**config.mk**
```make
export PLATFORM = sky130hd
export DESIGN_NAME = e3tx_ovh_ctrl
export DESIGN_NICKNAME = d
export VERILOG_FILES = /design/src/design/e3tx_ovh_ctrl.v /design/src/design/e3tx_frame_cnt.v /design/src/design/e3tx_oh_sel.v
export VERILOG_INCLUDE_DIRS = /design/src /design/src/design
export SDC_FILE = /design/constraint.sdc
export NUM_CORES = 1
export LEC_CHECK = 0
export ABC_AREA = 0
export BUFFER_PORTS_ARGS = -buffer_cell sky130_fd_sc_hd__buf_2
export CORE_MARGIN = 3
export CORE_UTILIZATION = 35
export DETAILED_ROUTE_END_ITERATION = 8
export GPL_ROUTABILITY_DRIVEN = 0
export PLACE_DENSITY = 0.67
export SLEW_MARGIN = 15
export SYNTH_ARGS = -nofsm -noshare
export SYNTH_HDL_FRONTEND = slang
export SYNTH_SLANG_ARGS = --single-unit
```
**constraint.sdc**
```tcl
create_clock -name pclk -period 1.7 [get_ports pclk]
set_input_delay 0.34 -clock pclk [delete_from_list [all_inputs] [get_ports pclk]]
set_output_delay 0.34 -clock pclk [all_outputs]
set_load 0.01 [all_outputs]
```
**src/design/e3tx_consts.vh**
```
// constants for the e3 g.751 transmit overhead control block
`ifndef E3TX_CONSTS_VH
`define E3TX_CONSTS_VH
`define E3TX_IDX_OH_CTRL 12'h118
`define E3TX_IDX_ERR_CTRL 12'h11a
`define E3TX_ADDR_W 12
`define E3TX_OH_CTRL_RST 16'h0000
`define E3TX_ERR_CTRL_RST 16'h0000
`define E3TX_OH_CTRL_MASK 16'h030f
`define E3TX_ERR_CTRL_MASK 16'h001f
`define E3TX_NSEL_HI 9
`define E3TX_NSEL_LO 8
`define E3TX_ASEL_HI 3
`define E3TX_ASEL_LO 2
`define E3TX_FGD_BIT 1
`define E3TX_AIS_BIT 0
`define E3TX_NSEL_ONE 2'h0
`define E3TX_NSEL_HDLC 2'h1
`define E3TX_NSEL_FAR_END_ALARM_CTRL_CHANNEL 2'h2
`define E3TX_NSEL_ZERO 2'h3
`define E3TX_ASEL_AUTO 2'h0
`define E3TX_ASEL_FAR_END_ALARM_CTRL_CHANNEL 2'h1
`define E3TX_ASEL_ZERO 2'h2
`define E3TX_ASEL_ONE 2'h3
`define E3TX_FRAME_LEN 11'h600
`define E3TX_FAS_LEN 11'h00a
`define E3TX_A_POS 11'h00a
`define E3TX_N_POS 11'h00b
`define E3TX_FAS_PATTERN 10'h3d0
`endif

```
**src/design/e3tx_ovh_ctrl.v**
```verilog
// e3 g.751 transmit overhead control with apb register access
`default_nettype none
`include "e3tx_consts.vh"
module e3tx_ovh_ctrl (
    input wire pclk,
    input wire presetn,
    input wire psel,
    input wire penable,
    input wire pwrite,
    input wire [13:0] paddr,
    input wire [31:0] pwdata,
    output wire [31:0] prdata,
    output wire pready,
    output wire pslverr,
    input wire in_valid,
    input wire in_data,
    input wire hdlc_bit,
    input wire far_end_alarm_ctrl_channel_n_bit,
    input wire far_end_alarm_ctrl_channel_a_bit,
    input wire rx_alarm,
    input wire oh_port_insert_en,
    input wire oh_port_data,
    input wire err_insert_mask,
    output wire hdlc_take,
    output wire far_end_alarm_ctrl_channel_n_take,
    output wire far_end_alarm_ctrl_channel_a_take,
    output wire frame_start,
    output wire out_valid,
    output wire out_data,
    output wire [15:0] err_ctrl
);
    reg [15:0] oh_ctrl_reg;
    reg [15:0] err_ctrl_reg;
    reg [31:0] rdata_reg;
    reg slverr_reg;
    reg alarm_meta_reg;
    reg alarm_sync_reg;
    reg out_valid_reg;
    reg out_data_reg;
    reg bit_next;
    wire [10:0] bit_pos;
    wire oh_pos;
    wire oh_bit;
    wire setup;
    wire sel_oh;
    wire sel_err;
    wire [1:0] n_bit_source_sel;
    wire [1:0] a_bit_source_sel;
    wire frame_gen_disable;
    wire force_alarm_all_ones;
    reg [2:0] apb_state_reg;
    reg [2:0] apb_state_next;
    reg gen_bit;
    reg ins_bit;
    reg err_bit;
    wire wr_commit;
    wire wr_oh;
    wire wr_err;
    wire addr_miss;
    wire n_slot;
    wire a_slot;
    wire [31:0] rd_word;

    // apb phase tracker, one-hot
    localparam [2:0] APB_IDLE = 3'b001;
    localparam [2:0] APB_SETUP = 3'b010;
    localparam [2:0] APB_ACCESS = 3'b100;

    function [13:0] reg_byte_addr;
        input [11:0] idx;
        begin
            reg_byte_addr = {idx, 2'b00};
        end
    endfunction

    function hits_index;
        input [13:0] addr;
        input [11:0] idx;
        begin
            hits_index = (addr == reg_byte_addr(idx));
        end
    endfunction

    function slot_at;
        input [10:0] pos;
        input [10:0] slot;
        begin
            slot_at = (pos == slot);
        end
    endfunction

    function [15:0] field_mask;
        input [15:0] data;
        input [15:0] mask;
        begin
            field_mask = data & mask;
        end
    endfunction

    function [31:0] read_word;
        input hit_oh;
        input hit_err;
        input [15:0] oh_val;
        input [15:0] err_val;
        begin
            read_word = 32'h00000000;
            if (hit_oh) begin
                read_word = {16'h0000, oh_val};
            end else if (hit_err) begin
                read_word = {16'h0000, err_val};
            end
        end
    endfunction

    function take_strobe;
        input valid;
        input gen_off;
        input at_slot;
        input [1:0] sel;
        input [1:0] code;
        begin
            take_strobe = valid && !gen_off && at_slot && (sel == code);
        end
    endfunction

    assign n_bit_source_sel = oh_ctrl_reg[`E3TX_NSEL_HI:`E3TX_NSEL_LO];
    assign a_bit_source_sel = oh_ctrl_reg[`E3TX_ASEL_HI:`E3TX_ASEL_LO];
    assign frame_gen_disable = oh_ctrl_reg[`E3TX_FGD_BIT];
    assign force_alarm_all_ones = oh_ctrl_reg[`E3TX_AIS_BIT];

    // apb: zero wait states, the response is latched in the setup cycle
    assign setup = psel && !penable;
    assign sel_oh = hits_index(paddr, `E3TX_IDX_OH_CTRL);
    assign sel_err = hits_index(paddr, `E3TX_IDX_ERR_CTRL);
    assign addr_miss = !(sel_oh || sel_err);
    assign rd_word = read_word(!pwrite && sel_oh, !pwrite && sel_err, oh_ctrl_reg, err_ctrl_reg);
    assign n_slot = slot_at(bit_pos, `E3TX_N_POS);
    assign a_slot = slot_at(bit_pos, `E3TX_A_POS);
    assign pready = 1'b1;
    assign prdata = rdata_reg;
    assign pslverr = slverr_reg;

    // a write lands only in an access that follows its own setup, so a
    // stray penable without a setup cannot disturb the registers
    always @* begin
        apb_state_next = APB_IDLE;
        case (apb_state_reg)
            APB_IDLE: begin
                if (psel && !penable) begin
                    apb_state_next = APB_SETUP;
                end
            end
            APB_SETUP: begin
                if (psel && penable) begin
                    apb_state_next = APB_ACCESS;
                end else if (psel) begin
                    apb_state_next = APB_SETUP;
                end
            end
            APB_ACCESS: begin
                if (psel && !penable) begin
                    apb_state_next = APB_SETUP;
                end
            end
            default: begin
                apb_state_next = APB_IDLE;
            end
        endcase
    end

    always @(posedge pclk or negedge presetn) begin
        if (!presetn) begin
            apb_state_reg <= APB_IDLE;
        end else begin
            apb_state_reg <= apb_state_next;
        end
    end

    assign wr_commit = (apb_state_reg == APB_SETUP) && psel && penable && pwrite;
    assign wr_oh = wr_commit && sel_oh;
    assign wr_err = wr_commit && sel_err;

    // reserved bits stay zero
    always @(posedge pclk or negedge presetn) begin
        if (!presetn) begin
            oh_ctrl_reg <= `E3TX_OH_CTRL_RST;
        end else if (wr_oh) begin
            oh_ctrl_reg <= field_mask(pwdata[15:0], `E3TX_OH_CTRL_MASK);
        end
    end

    always @(posedge pclk or negedge presetn) begin
        if (!presetn) begin
            err_ctrl_reg <= `E3TX_ERR_CTRL_RST;
        end else if (wr_err) begin
            err_ctrl_reg <= field_mask(pwdata[15:0], `E3TX_ERR_CTRL_MASK);
        end
    end

    always @(posedge pclk or negedge presetn) begin
        if (!presetn) begin
            slverr_reg <= 1'b0;
        end else if (setup) begin
            slverr_reg <= addr_miss;
        end
    end

    always @(posedge pclk or negedge presetn) begin
        if (!presetn) begin
            rdata_reg <= 32'h00000000;
        end else if (setup) begin
            rdata_reg <= rd_word;
        end
    end

    // received alarm comes from another part of the chip, resynchronised first
    always @(posedge pclk or negedge presetn) begin
        if (!presetn) begin
            alarm_meta_reg <= 1'b0;
            alarm_sync_reg <= 1'b0;
        end else begin
            alarm_meta_reg <= rx_alarm;
            alarm_sync_reg <= alarm_meta_reg;
        end
    end

    e3tx_frame_cnt u_cnt (
        .pclk(pclk),
        .presetn(presetn),
        .bit_valid(in_valid),
        .bit_pos(bit_pos),
        .frame_start(frame_start)
    );

    e3tx_oh_sel u_sel (
        .bit_pos(bit_pos),
        .n_bit_source_sel(n_bit_source_sel),
        .a_bit_source_sel(a_bit_source_sel),
        .hdlc_bit(hdlc_bit),
        .far_end_alarm_ctrl_channel_n_bit(far_end_alarm_ctrl_channel_n_bit),
        .far_end_alarm_ctrl_channel_a_bit(far_end_alarm_ctrl_channel_a_bit),
        .rx_alarm(alarm_sync_reg),
        .oh_pos(oh_pos),
        .oh_bit(oh_bit)
    );

    // consume strobes tell each source its bit was used; far_end_alarm_ctrl_channel n and a are
    // taken separately so the two bits of one frame need not match
    assign hdlc_take = take_strobe(in_valid, frame_gen_disable, n_slot,
        n_bit_source_sel, `E3TX_NSEL_HDLC);
    assign far_end_alarm_ctrl_channel_n_take = take_strobe(in_valid, frame_gen_disable, n_slot,
        n_bit_source_sel, `E3TX_NSEL_FAR_END_ALARM_CTRL_CHANNEL);
    assign far_end_alarm_ctrl_channel_a_take = take_strobe(in_valid, frame_gen_disable, a_slot,
        a_bit_source_sel, `E3TX_ASEL_FAR_END_ALARM_CTRL_CHANNEL);

    // one stage per source so the override order stays easy to audit:
    // generated, then port insertion, then error mask, then all-ones
    always @* begin
        gen_bit = in_data;
        if (oh_pos && !frame_gen_disable) begin
            gen_bit = oh_bit;
        end
    end

    always @* begin
        ins_bit = gen_bit;
        if (oh_pos && oh_port_insert_en) begin
            ins_bit = oh_port_data;
        end
    end

    always @* begin
        err_bit = ins_bit ^ err_insert_mask;
    end

    always @* begin
        bit_next = err_bit;
        if (force_alarm_all_ones) begin
            bit_next = 1'b1;
        end
    end

    always @(posedge pclk or negedge presetn) begin
        if (!presetn) begin
            out_valid_reg <= 1'b0;
        end else begin
            out_valid_reg <= in_valid;
        end
    end

    // holds the last bit between valid cycles
    always @(posedge pclk or negedge presetn) begin
        if (!presetn) begin
            out_data_reg <= 1'b0;
        end else if (in_valid) begin
            out_data_reg <= bit_next;
        end
    end

    assign out_valid = out_valid_reg;
    assign out_data = out_data_reg;
    assign err_ctrl = err_ctrl_reg;
endmodule // e3tx_ovh_ctrl
`default_nettype wire

```
**src/design/e3tx_frame_cnt.v**
```verilog
// frame bit position counter for the transmit stream
`default_nettype none
`include "e3tx_consts.vh"
module e3tx_frame_cnt (
    input wire pclk,
    input wire presetn,
    input wire bit_valid,
    output wire [10:0] bit_pos,
    output wire frame_start
);
    reg [10:0] pos_reg;
    wire [10:0] pos_next;
    assign pos_next = (pos_reg == (`E3TX_FRAME_LEN - 11'h001)) ? 11'h000 : pos_reg + 11'h001;
    always @(posedge pclk or negedge presetn) begin
        if (!presetn) begin
            pos_reg <= 11'h000;
        end else if (bit_valid) begin
            pos_reg <= pos_next;
        end
    end
    assign bit_pos = pos_reg;
    assign frame_start = bit_valid && (pos_reg == 11'h000);
endmodule // e3tx_frame_cnt
`default_nettype wire

```
**src/design/e3tx_oh_sel.v**
```verilog
// selects the generated overhead bit for the current frame position
`default_nettype none
`include "e3tx_consts.vh"
module e3tx_oh_sel (
    input wire [10:0] bit_pos,
    input wire [1:0] n_bit_source_sel,
    input wire [1:0] a_bit_source_sel,
    input wire hdlc_bit,
    input wire far_end_alarm_ctrl_channel_n_bit,
    input wire far_end_alarm_ctrl_channel_a_bit,
    input wire rx_alarm,
    output reg oh_pos,
    output reg oh_bit
);
    reg [3:0] fas_idx;
    reg [9:0] fas_word;
    always @* begin
        fas_idx = bit_pos[3:0];
        fas_word = `E3TX_FAS_PATTERN;
        oh_pos = 1'b1;
        oh_bit = 1'b0;
        if (bit_pos < `E3TX_FAS_LEN) begin
            oh_bit = fas_word[4'h9 - fas_idx];
        end else if (bit_pos == `E3TX_A_POS) begin
            case (a_bit_source_sel)
                `E3TX_ASEL_AUTO: oh_bit = rx_alarm;
                `E3TX_ASEL_FAR_END_ALARM_CTRL_CHANNEL: oh_bit = far_end_alarm_ctrl_channel_a_bit;
                `E3TX_ASEL_ZERO: oh_bit = 1'b0;
                default: oh_bit = 1'b1;
            endcase
        end else if (bit_pos == `E3TX_N_POS) begin
            case (n_bit_source_sel)
                `E3TX_NSEL_ONE: oh_bit = 1'b1;
                `E3TX_NSEL_HDLC: oh_bit = hdlc_bit;
                `E3TX_NSEL_FAR_END_ALARM_CTRL_CHANNEL: oh_bit = far_end_alarm_ctrl_channel_n_bit;
                default: oh_bit = 1'b0;
            endcase
        end else begin
            oh_pos = 1'b0;
        end
    end
endmodule // e3tx_oh_sel
`default_nettype wire

```
==> summary.txt, run 1 <==
Post-synthesis cell type count: 45
Ys Warns: 0
Async set-reset flop share out of synthesis: 100%
Final count of hold timing violations: 0
Die Ht: 85.5 µm
Area grow syn2layout: 35.0%
Top-count cell post-synth: buf_4
Share of layout cells above drive strength 1: 44.6%
CTS tree: built
Primary FF master, synth: dfrtp_1
Global-route wire length before repair: 8290 µm
List of most frequent post-synthesis cells: buf_4 (37), dfrtp_1 (36), nand2_1 (17), o21ai_0 (15), mux2_2 (7)
DRC errors left: 0
Die W: 85.5 µm
Max H-tree Level: 2
CP Max Fanout: 2
Maxcap violations: 0
Worst skew pair latency: 0.29 ns
Fmax: 485 MHz
R2R cell count: 8
Total chip power: 2.70 mW
CP required: 1.36 ns
Pin count of the biggest net entering global routing: 38
Setup crit start kind: flip-flop
Starting Density: 36.7%
Endpoint class of the critical path: output port
Setup Viol. Count Final: 16
Failing checks: setup timing
Pre-Repair DR Iteration Count: 4
Die footprint: 0.00731 mm²
# IOs: 116
Final cell count without fillers: 387
# fillers: 575
Dpl cells: 373
GR Overflow Total: 0
Sink Count: 37
Vias in the first global route: 1791
Clock transition at the registers of the reported paths: 0.08 ns
Antenna diodes: 0
Number of antenna violations at the first check in global routing: 0
Total wire length: 5070 µm
Via count: 1788
Row count: 28
Tcrit/Tclk final: 121%
Critical path type: reg -> out
Setup TNS: -2.22 ns
Mapped Cells: 218
Post-synth top area share: 40.7%
Final Critical Period: 2.06 ns
Gr usage total: 14.1%
WL/cell: 13.1 µm
HP Class: in -> async
Flops & latches, synth: 37
Register area share after synthesis: 41.9%
Max-slew violations: 0
Max reg flops: 11
Post-route setup slack: -0.363 ns
Routed Antenna Nets: 0
Static leakage: 1.51 nW
Total CTS buffers: 5
Syn avg cell area: 10.2 µm²
Detailed Place HPWL: 3840 µm
Buffer depth of the longest clock path: 2
RSZ-0062 raised after global routing: true
Via/cell ratio: 4.62
Relative slew slack: 63.9%
Cell Area, Synth: 0.00221 mm²
Core box area: 0.00603 mm²
CP arrival: 1.72 ns
Worst-margin pin slew: 0.542 ns
Post-synth EDFFs: 0
Area contributors post-synth: dfrtp_1 (41%), buf_4 (13%), mux2_2 (3.6%)
Hold Buf Count CTS: 0
Final net count: 376
Clk root buf: clkbuf_8
Power Density: 902 mW/mm²
Clock skew: 0.00722 ns
Final hold slack: 0.0893 ns
Outcome: finished, violations left
Cell taking the most area after synthesis: dfrtp_1
Port Buffers: 53
Peak supply drop: 0.415 mV
DRT iter0 DRCs: 67
## stage by stage
stage	utilization [%]	setup slack (ns)	area, µm²
after detailed placement	45.0	-0.222	2710
after floorplan	-	-0.177	2400
after global placement	45.0	-0.173	2710
after global routing	49.6	-0.508	2990
final	49.6	-0.363	2990
after CTS	48.8	-0.411	2940
## cells by family (layout without fill, tap and decap cells)
kind of cell	Yosys count	in the layout	share of synthesized area (%)
xor+xnor	8	8	3.17
simple gates	74	74	21.2
buf+inv	48	107	14.8
compound gates	32	32	8.88
fa+ha+maj	5	5	2.83
other cells	2	37	0.339
flops	37	37	41.9
mux	12	12	6.95
## repair_timing
item / in CTS / in global routing
pin swaps: 10 / 9
setup buffers: 5 / 3
setup endpoints to repair: 17 / 25
resized for setup: 13 / 11
## area by class of cell
class,count,area (µm²),area share (%)
multi-input cells,168,1220,40.9
flip-flops and latches,37,928,31.1
repair buffers,93,584,19.6
well taps,75,93.8,3.14
clock buffers,5,68.8,2.30
clock inverters,3,68.8,2.30
inverters,6,22.5,0.754
## layer usage
| layer | wire length (µm) | up-vias | global-route usage, % |
|---|---|---|---|
| li1 | - | 874 | - |
| met1 | 2070 | 848 | 17.8 |
| met2 | 2570 | 58 | 23.9 |
| met3 | 321 | 8 | 2.50 |
| met4 | 97 | 0 | 5.76 |
| met5 | 0 | - | 0 |
## worst max-delay path, stage by stage, from the launching register on
cell and delay [ns]:
dfrtp_1 0.39, nor4_2 0.29, nand2_1 0.13, nor2_2 0.10, nand4_1 0.18, nor3b_2 0.19, buf_2 0.14
## path summary, 6_finish.rpt
kind / end / slack, ns / startpoint
setup / recovery: far_end_alarm_ctrl_channel_n_take / -0.36 / u_cnt.bit_pos[7]
hold / removal: u_cnt.bit_pos[3] / 0.09 / presetn
setup reg to reg: out_data / -0.26 / u_cnt.bit_pos[7]
hold reg to reg: alarm_sync_reg / 0.36 / alarm_meta_reg
max in group asynchronous: apb_state_reg[0] / 1.26 / presetn
min in group pclk: alarm_meta_reg / 0.16 / rx_alarm
## placed cells by master, fill, tap and decap left out, types with 4 or more instances in the layout
cell type  synthesis  layout
buf_2              0      53
conb_1             2      37
dfrtp_1           36      35
buf_4             37      35
nand2_1           17      17
o21ai_0           15      10
mux2_4             5      10
inv_1              6       6
o21ai_1            1       6
nor2_1             6       5
xnor2_1            5       5
nor4_2             1       5
clkbuf_8           0       5
buf_6              1       5
nand2b_1           5       4
nor2b_1            4       4
and3_1             4       4
nand3_1            4       4
a21oi_1            4       4
a22oi_1            4       4
ha_1               5       4
## power by group
| group | switching [mW] | internal (mW) |
|---|---|---|
| combinational | 0.383 | 0.369 |
| clock | 0.330 | 0.591 |
| sequential | 0.0690 | 0.954 |
(Power assumes the default switching activity.)
==> inputs of run 2 (changes only) <==
--- a/config.mk
+++ b/config.mk
@@ -8,11 +8,13 @@
 export LEC_CHECK = 0
 export ABC_AREA = 0
 export BUFFER_PORTS_ARGS = -buffer_cell sky130_fd_sc_hd__buf_2
+export CELL_PAD_IN_SITES_DETAIL_PLACEMENT = 0
+export CELL_PAD_IN_SITES_GLOBAL_PLACEMENT = 1
 export CORE_MARGIN = 3
-export CORE_UTILIZATION = 35
+export CORE_UTILIZATION = 30
 export DETAILED_ROUTE_END_ITERATION = 8
 export GPL_ROUTABILITY_DRIVEN = 0
-export PLACE_DENSITY = 0.67
+export PLACE_DENSITY_LB_ADDON = 0.1
 export SLEW_MARGIN = 15
 export SYNTH_ARGS = -nofsm -noshare
 export SYNTH_HDL_FRONTEND = slang
==> summary.txt, run 2 (synthesis results as in run 1) <==
Sw frac: 32.5% (+3.5 points)
Detailed Place HPWL: 3980 µm (+3.6%)
# fillers: 723 (+26%)
Setup Viol. Count Final: 11 (-5)
Tcrit/Tclk final: 125% (+3.5 points)
Crit path buffers/inverters: 3 (+2)
Power Density: 808 mW/mm² (-10%)
Pre-Repair DR Iteration Count: 4 (unchanged)
Final Critical Period: 2.12 ns (+0.0595 ns)
Setup crit start kind: flip-flop
Via/cell ratio: 4.34 (-6.1%)
Most frequent cells in the layout: buf_2 (52), buf_4 (39), conb_1 (37)
Die footprint: 0.00844 mm² (+15%)
R2R cell count: 8 (unchanged)
WL/cell: 12.9 µm (-1.4%)
Gr usage total: 12.4% (-1.7 points)
Crit path cell chain: nor4_4 -> nand2_2 -> buf_4 -> buf_6 -> and4b_1 -> buf_2
Routed Antenna Nets: 0 (unchanged)
Fmax: 471 MHz (-2.8%)
Area grow syn2layout: 35.3%
Static leakage: 1.50 nW (-0.59%)
Critical path depth: 6 (unchanged)
Combinational share of power: 32.9% (+5.0 points)
Seq pwr share: 41.7% (+3.8 points)
M2 GR Usage: 18.7% (-5.1 points)
Number of antenna violations at the first check in global routing: 0 (unchanged)
Max-slew violations: 0 (unchanged)
Peak supply drop: 0.273 mV (-34%)
Total wire length: 5290 µm (+4.5%)
Buffer depth of the longest clock path: 2 (unchanged)
Clock skew: 0.00557 ns (-0.00165 ns)
Via count: 1779 (-0.50%)
Row count: 30 (+7.1%)
Total CTS buffers: 5 (unchanged)
CP Max Fanout: 4 (+2)
Global-route wire length before repair: 8300 µm (about the same)
Die Ht: 91.9 µm (+7.4%)
Maxcap violations: 0 (unchanged)
Antenna diodes: 0 (unchanged)
Starting Density: 31.7% (-5.0 points)
DRT iter0 DRCs: 30 (-55%)
Total chip power: 2.42 mW (-10%)
Endpoint class of the critical path: output port
GR Layer Usage met3: 2.38% (-0.12 points)
Max reg flops: 11 (unchanged)
Gr busiest metal: met2
Final net count: 378 (+0.53%)
Critical path type: reg -> out
CTS tree: built
Worst R2R Start: u_cnt.bit_pos[0]
# IOs: 116 (unchanged)
Critical path's largest stage delay: 0.42 ns (+0.03 ns)
Max H-tree Level: 2 (unchanged)
Final cell count without fillers: 410 (+5.9%)
Worst-margin pin slew: 0.551 ns (+0.00886 ns)
Clock transition at the registers of the reported paths: 0.08 ns (about the same)
Psw: 0.787 mW (+0.70%)
Family with the most delay on the worst path: simple AND/OR/NAND/NOR gates
HP Class: in -> async
Post-route setup slack: -0.422 ns (-0.0595 ns)
Reg2reg end: out_data
Worst skew pair latency: 0.29 ns (about the same)
RSZ-0062 raised after global routing: true
Die W: 91.9 µm (+7.4%)
DRC errors left: 0 (unchanged)
Final core utilization: 42.9% (-6.7 points)
Relative slew slack: 63.3% (-0.59 points)
Hold Buf Count CTS: 0 (unchanged)
Failing checks: setup timing
Final count of hold timing violations: 0 (unchanged)
Routing usage on met1: 18.0% (+0.12 points)
GR Overflow Total: 0 (unchanged)
Part of the power in the clock network: 25.4% (-8.8 points)
Pin count of the biggest net entering global routing: 38 (unchanged)
Sink Count: 37 (unchanged)
Outcome: finished, violations left
Clk root buf: clkbuf_8
Core box area: 0.00698 mm² (+16%)
Dpl cells: 397 (+6.4%)
Vias in the first global route: 1640 (-8.4%)
Commonest non-fill, non-tap cell in the layout: buf_2
Worst path slowest cell: dfrtp_1
Reg2Reg Setup Slack: -0.20 ns (+0.06 ns)
Port Buffers: 53 (unchanged)
Internal Power: 1.63 mW (-15%)
Share of layout cells above drive strength 1: 45.5% (+0.99 points)
CP required: 1.36 ns (about the same)
CP arrival: 1.78 ns (+0.06 ns)
[run 2: what timing repair did]
item,4_1_cts,5_1_grt
gates resized for setup,7,18
setup buffers,1,6
endpoints found under the setup margin,17,23
pin swaps,7,10
[run 2: how the worst max path moves through the flow]
stage,slack (ns),end,start
5_1_grt,-0.59,far_end_alarm_ctrl_channel_n_take,u_cnt.bit_pos[7]
6_report,-0.42,frame_start,u_cnt.bit_pos[7]
3_3_place_gp,-0.21,hdlc_take,u_cnt.bit_pos[7]
2_1_floorplan,-0.18,err_ctrl[0],apb_state_reg[2]
3_5_place_dp,-0.20,far_end_alarm_ctrl_channel_a_take,u_cnt.bit_pos[7]
4_1_cts,-0.44,far_end_alarm_ctrl_channel_n_take,u_cnt.bit_pos[8]
[run 2: power by group through the flow]
stage	combinational (mW)	sequential (mW)	clock (mW)
after CTS	0.714	1.01	0.646
after detailed placement	0.700	1.02	0
after floorplan	0.436	1.04	0
after global routing	0.884	1.02	0.682
final	0.796	1.01	0.615
after global placement	0.699	1.02	0
[run 2: routing by layer]
metal | vias to the layer above | share of wire [%]
li1 | 876 | -
met4 | 0 | 0.85
met3 | 2 | 5.1
met5 | - | 0
met1 | 843 | 48
met2 | 58 | 46
[run 2: through the flow]
step	TNS, ns	hold slack, ns	worst slack (ns)	cell area, µm²
floorplan	-1.29	0.0444	-0.177	2400
global placement	-4.03	0.339	-0.212	2760
detailed placement	-3.82	0.335	-0.201	2760
CTS	-2.81	0.111	-0.438	2880
global route	-4.51	0.140	-0.586	3000
finish	-2.91	0.0930	-0.422	3000
[run 2: worst register-to-register path, delay by kind of cell (launching register included)]
| kind | cells | cell delay (ns) |
|---|---|---|
| simple gates | 3 | 0.65 |
| fa+ha+maj | 1 | 0.20 |
| flops | 1 | 0.40 |
| buf+inv | 2 | 0.15 |
| compound gates | 2 | 0.40 |
[run 2: area by class of cell]
cell class                      count  area [µm²]  area share (%)
Multi-Input combinational cell    168        1240            41.4
Sequential cell                    37         927            31.0
Timing Repair Buffer               95         598            20.0
Clock inverter                      3        17.5           0.585
Tap cell                           96         120            4.01
Inverter                            6        22.5           0.752
Clock buffer                        5        68.8            2.30
==> inputs of run 3 (changes only) <==
--- a/config.mk
+++ b/config.mk
@@ -11,7 +11,7 @@
 export CELL_PAD_IN_SITES_DETAIL_PLACEMENT = 0
 export CELL_PAD_IN_SITES_GLOBAL_PLACEMENT = 1
 export CORE_MARGIN = 3
-export CORE_UTILIZATION = 30
+export CORE_UTILIZATION = 33
 export DETAILED_ROUTE_END_ITERATION = 8
 export GPL_ROUTABILITY_DRIVEN = 0
 export PLACE_DENSITY_LB_ADDON = 0.1
==> constraint.sdc (replaced) <==
create_clock -name pclk -period 2.29 [get_ports pclk]
set_input_delay 0.458 -clock pclk [delete_from_list [all_inputs] [get_ports pclk]]
set_output_delay 0.458 -clock pclk [all_outputs]
set_load 0.01 [all_outputs]
==> summary.txt, run 3 (synthesis results as in run 1) <==
Outcome: completed
Sink Count: 37 (unchanged)
Power Density: 619 mW/mm² (-23%)
Static leakage: 1.33 nW (-11%)
Setup crit start kind: flip-flop
Gr usage total: 12.6% (+0.13 points)
Maxcap violations: 0 (unchanged)
Pin count of the biggest net entering global routing: 21 (-45%)
Core box area: 0.00642 mm² (-8.0%)
Port Buffers: 53 (unchanged)
Die footprint: 0.00773 mm² (-8.5%)
CP Max Fanout: 4 (unchanged)
Critical path type: reg -> out
DRC errors left: 0 (unchanged)
Row count: 29 (-3.3%)
HP Class: in -> async
CP arrival: 1.73 ns (-0.05 ns)
Total wire length: 4760 µm (-10%)
Commonest non-fill, non-tap cell in the layout: buf_2
Clock skew: 0.00322 ns (-0.00235 ns)
Setup Viol. Count Final: 0 (-11)
Die Ht: 87.9 µm (-4.4%)
Worst-margin pin slew: 0.545 ns (-0.00509 ns)
RSZ-0062 raised after global routing: true
Area grow syn2layout: 18.3%
Psw: 0.484 mW (-39%)
Routed Antenna Nets: 0 (unchanged)
Clk root buf: clkbuf_8
Peak supply drop: 0.262 mV (-3.9%)
Sw frac: 29.8% (-2.7 points)
Pre-Repair DR Iteration Count: 4 (unchanged)
Clock transition at the registers of the reported paths: 0.07 ns (about the same)
Via count: 1621 (-8.9%)
# IOs: 116 (unchanged)
Number of antenna violations at the first check in global routing: 0 (unchanged)
Reg2Reg Setup Slack: 0.18 ns (+0.38 ns)
Final Critical Period: 2.18 ns
Hold Buf Count CTS: 0 (unchanged)
GR Overflow Total: 0 (unchanged)
Relative slew slack: 63.6% (+0.34 points)
Via/cell ratio: 4.49 (+3.5%)
Buffer depth of the longest clock path: 2 (unchanged)
Setup TNS: 0 ns (+2.91 ns)
Detailed Place HPWL: 3730 µm (-6.5%)
Most frequent cells in the layout: buf_2 (53), conb_1 (37), dfrtp_1 (35)
Fin area: 0.00262 mm² (-13%)
Endpoint class of the critical path: output port
Final net count: 348 (-7.9%)
Share of layout cells above drive strength 1: 35.2% (-10 points)
Final count of hold timing violations: 0 (unchanged)
Global-route wire length before repair: 7450 µm (-10%)
WL/cell: 13.2 µm (+2.1%)
Worst skew pair latency: 0.28 ns (about the same)
Total CTS buffers: 5 (unchanged)
CTS tree: built
Max reg flops: 11 (unchanged)
Part of the power in the clock network: 30.7% (+5.3 points)
Antenna diodes: 0 (unchanged)
Starting Density: 34.5% (+2.8 points)
Max H-tree Level: 2 (unchanged)
Vias in the first global route: 1454 (-11%)
Internal Power: 1.14 mW (-30%)
Max-slew violations: 0 (unchanged)
Combinational share of power: 21.6% (-11 points)
Fmax: 458 MHz
Die W: 87.9 µm (-4.4%)
Cell area after placement: 0.00246 mm² (-11%)
Tcrit/Tclk final: 95.4%
Seq pwr share: 47.7% (+6.0 points)
DRT iter0 DRCs: 56 (+87%)
CP required: 1.83 ns (+0.47 ns)
==> run 3: what timing repair did <==
item | in CTS | in global routing
gates cloned | 0 | 0
pin swaps | 1 | 2
resized for setup | 0 | 5
buffers inserted | 1 | 3
endpoints found under the setup margin | 2 | 5
==> run 3: worst max-delay path, cell delays in order (launching register included) <==
cell and delay, ns:
dfrtp_1 0.41, nor4_2 0.28, nand2_1 0.14, buf_4 0.16, nor4_2 0.27, buf_2 0.18
==> run 3: area by class of cell <==
type | count | area [µm²]
fill | 634 | 3800
timing repair buffer | 65 | 355
multi-input combinational | 168 | 1110
inverter | 6 | 22.5
tap | 77 | 96.3
clock buffer | 7 | 96.3
sequential | 37 | 928
clock inverter | 1 | 5.00
==> run 3: final timing paths <==
path                       depth (start not counted)             start                                end
setup / recovery                                   5  u_cnt.bit_pos[7]  far_end_alarm_ctrl_channel_a_take
hold / removal                                     1           presetn                  u_cnt.bit_pos[10]
setup reg to reg                                   7  u_cnt.bit_pos[1]                           out_data
hold reg to reg                                    0    alarm_meta_reg                     alarm_sync_reg
max in group asynchronous                          2           presetn                   apb_state_reg[0]
min in group pclk                                  1          rx_alarm                     alarm_meta_reg
==> run 3: per-layer routing <==
layer | share of wire [%] | routed length [µm] | vias to the layer above | track usage (%)
li1 | - | - | 814 | -
met1 | 51 | 2430 | 748 | 19.0
met2 | 43 | 2060 | 57 | 18.2
met3 | 4.8 | 226 | 2 | 2.26
met4 | 0.71 | 34 | 0 | 3.77
met5 | 0 | 0 | - | 0
==> run 3: through the flow <==
step | cells | power (mW) | util [%] | setup slack, ns | hold slack, ns
6_report | 361 | 1.62 | 40.8 | 0.106 | 0.102
5_1_grt | 361 | 1.74 | 40.8 | -0.0759 | 0.120
4_1_cts | 358 | 1.63 | 40.0 | 0.0310 | 0.112
3_5_place_dp | 349 | 1.12 | 38.3 | 0.210 | 0.339
3_3_place_gp | 349 | 1.12 | 38.3 | 0.234 | 0.335
2_1_floorplan | 253 | 1.05 | - | 0.293 | 0.162
==> run 3: power groups by stage <==
| stage | combinational, mW | sequential [mW] | clock, mW |
|---|---|---|---|
| final | 0.350 | 0.773 | 0.497 |
| after floorplan | 0.281 | 0.767 | 0 |
| after detailed placement | 0.337 | 0.786 | 0 |
| after global routing | 0.401 | 0.787 | 0.548 |
| after global placement | 0.338 | 0.786 | 0 |
| after CTS | 0.339 | 0.774 | 0.518 |
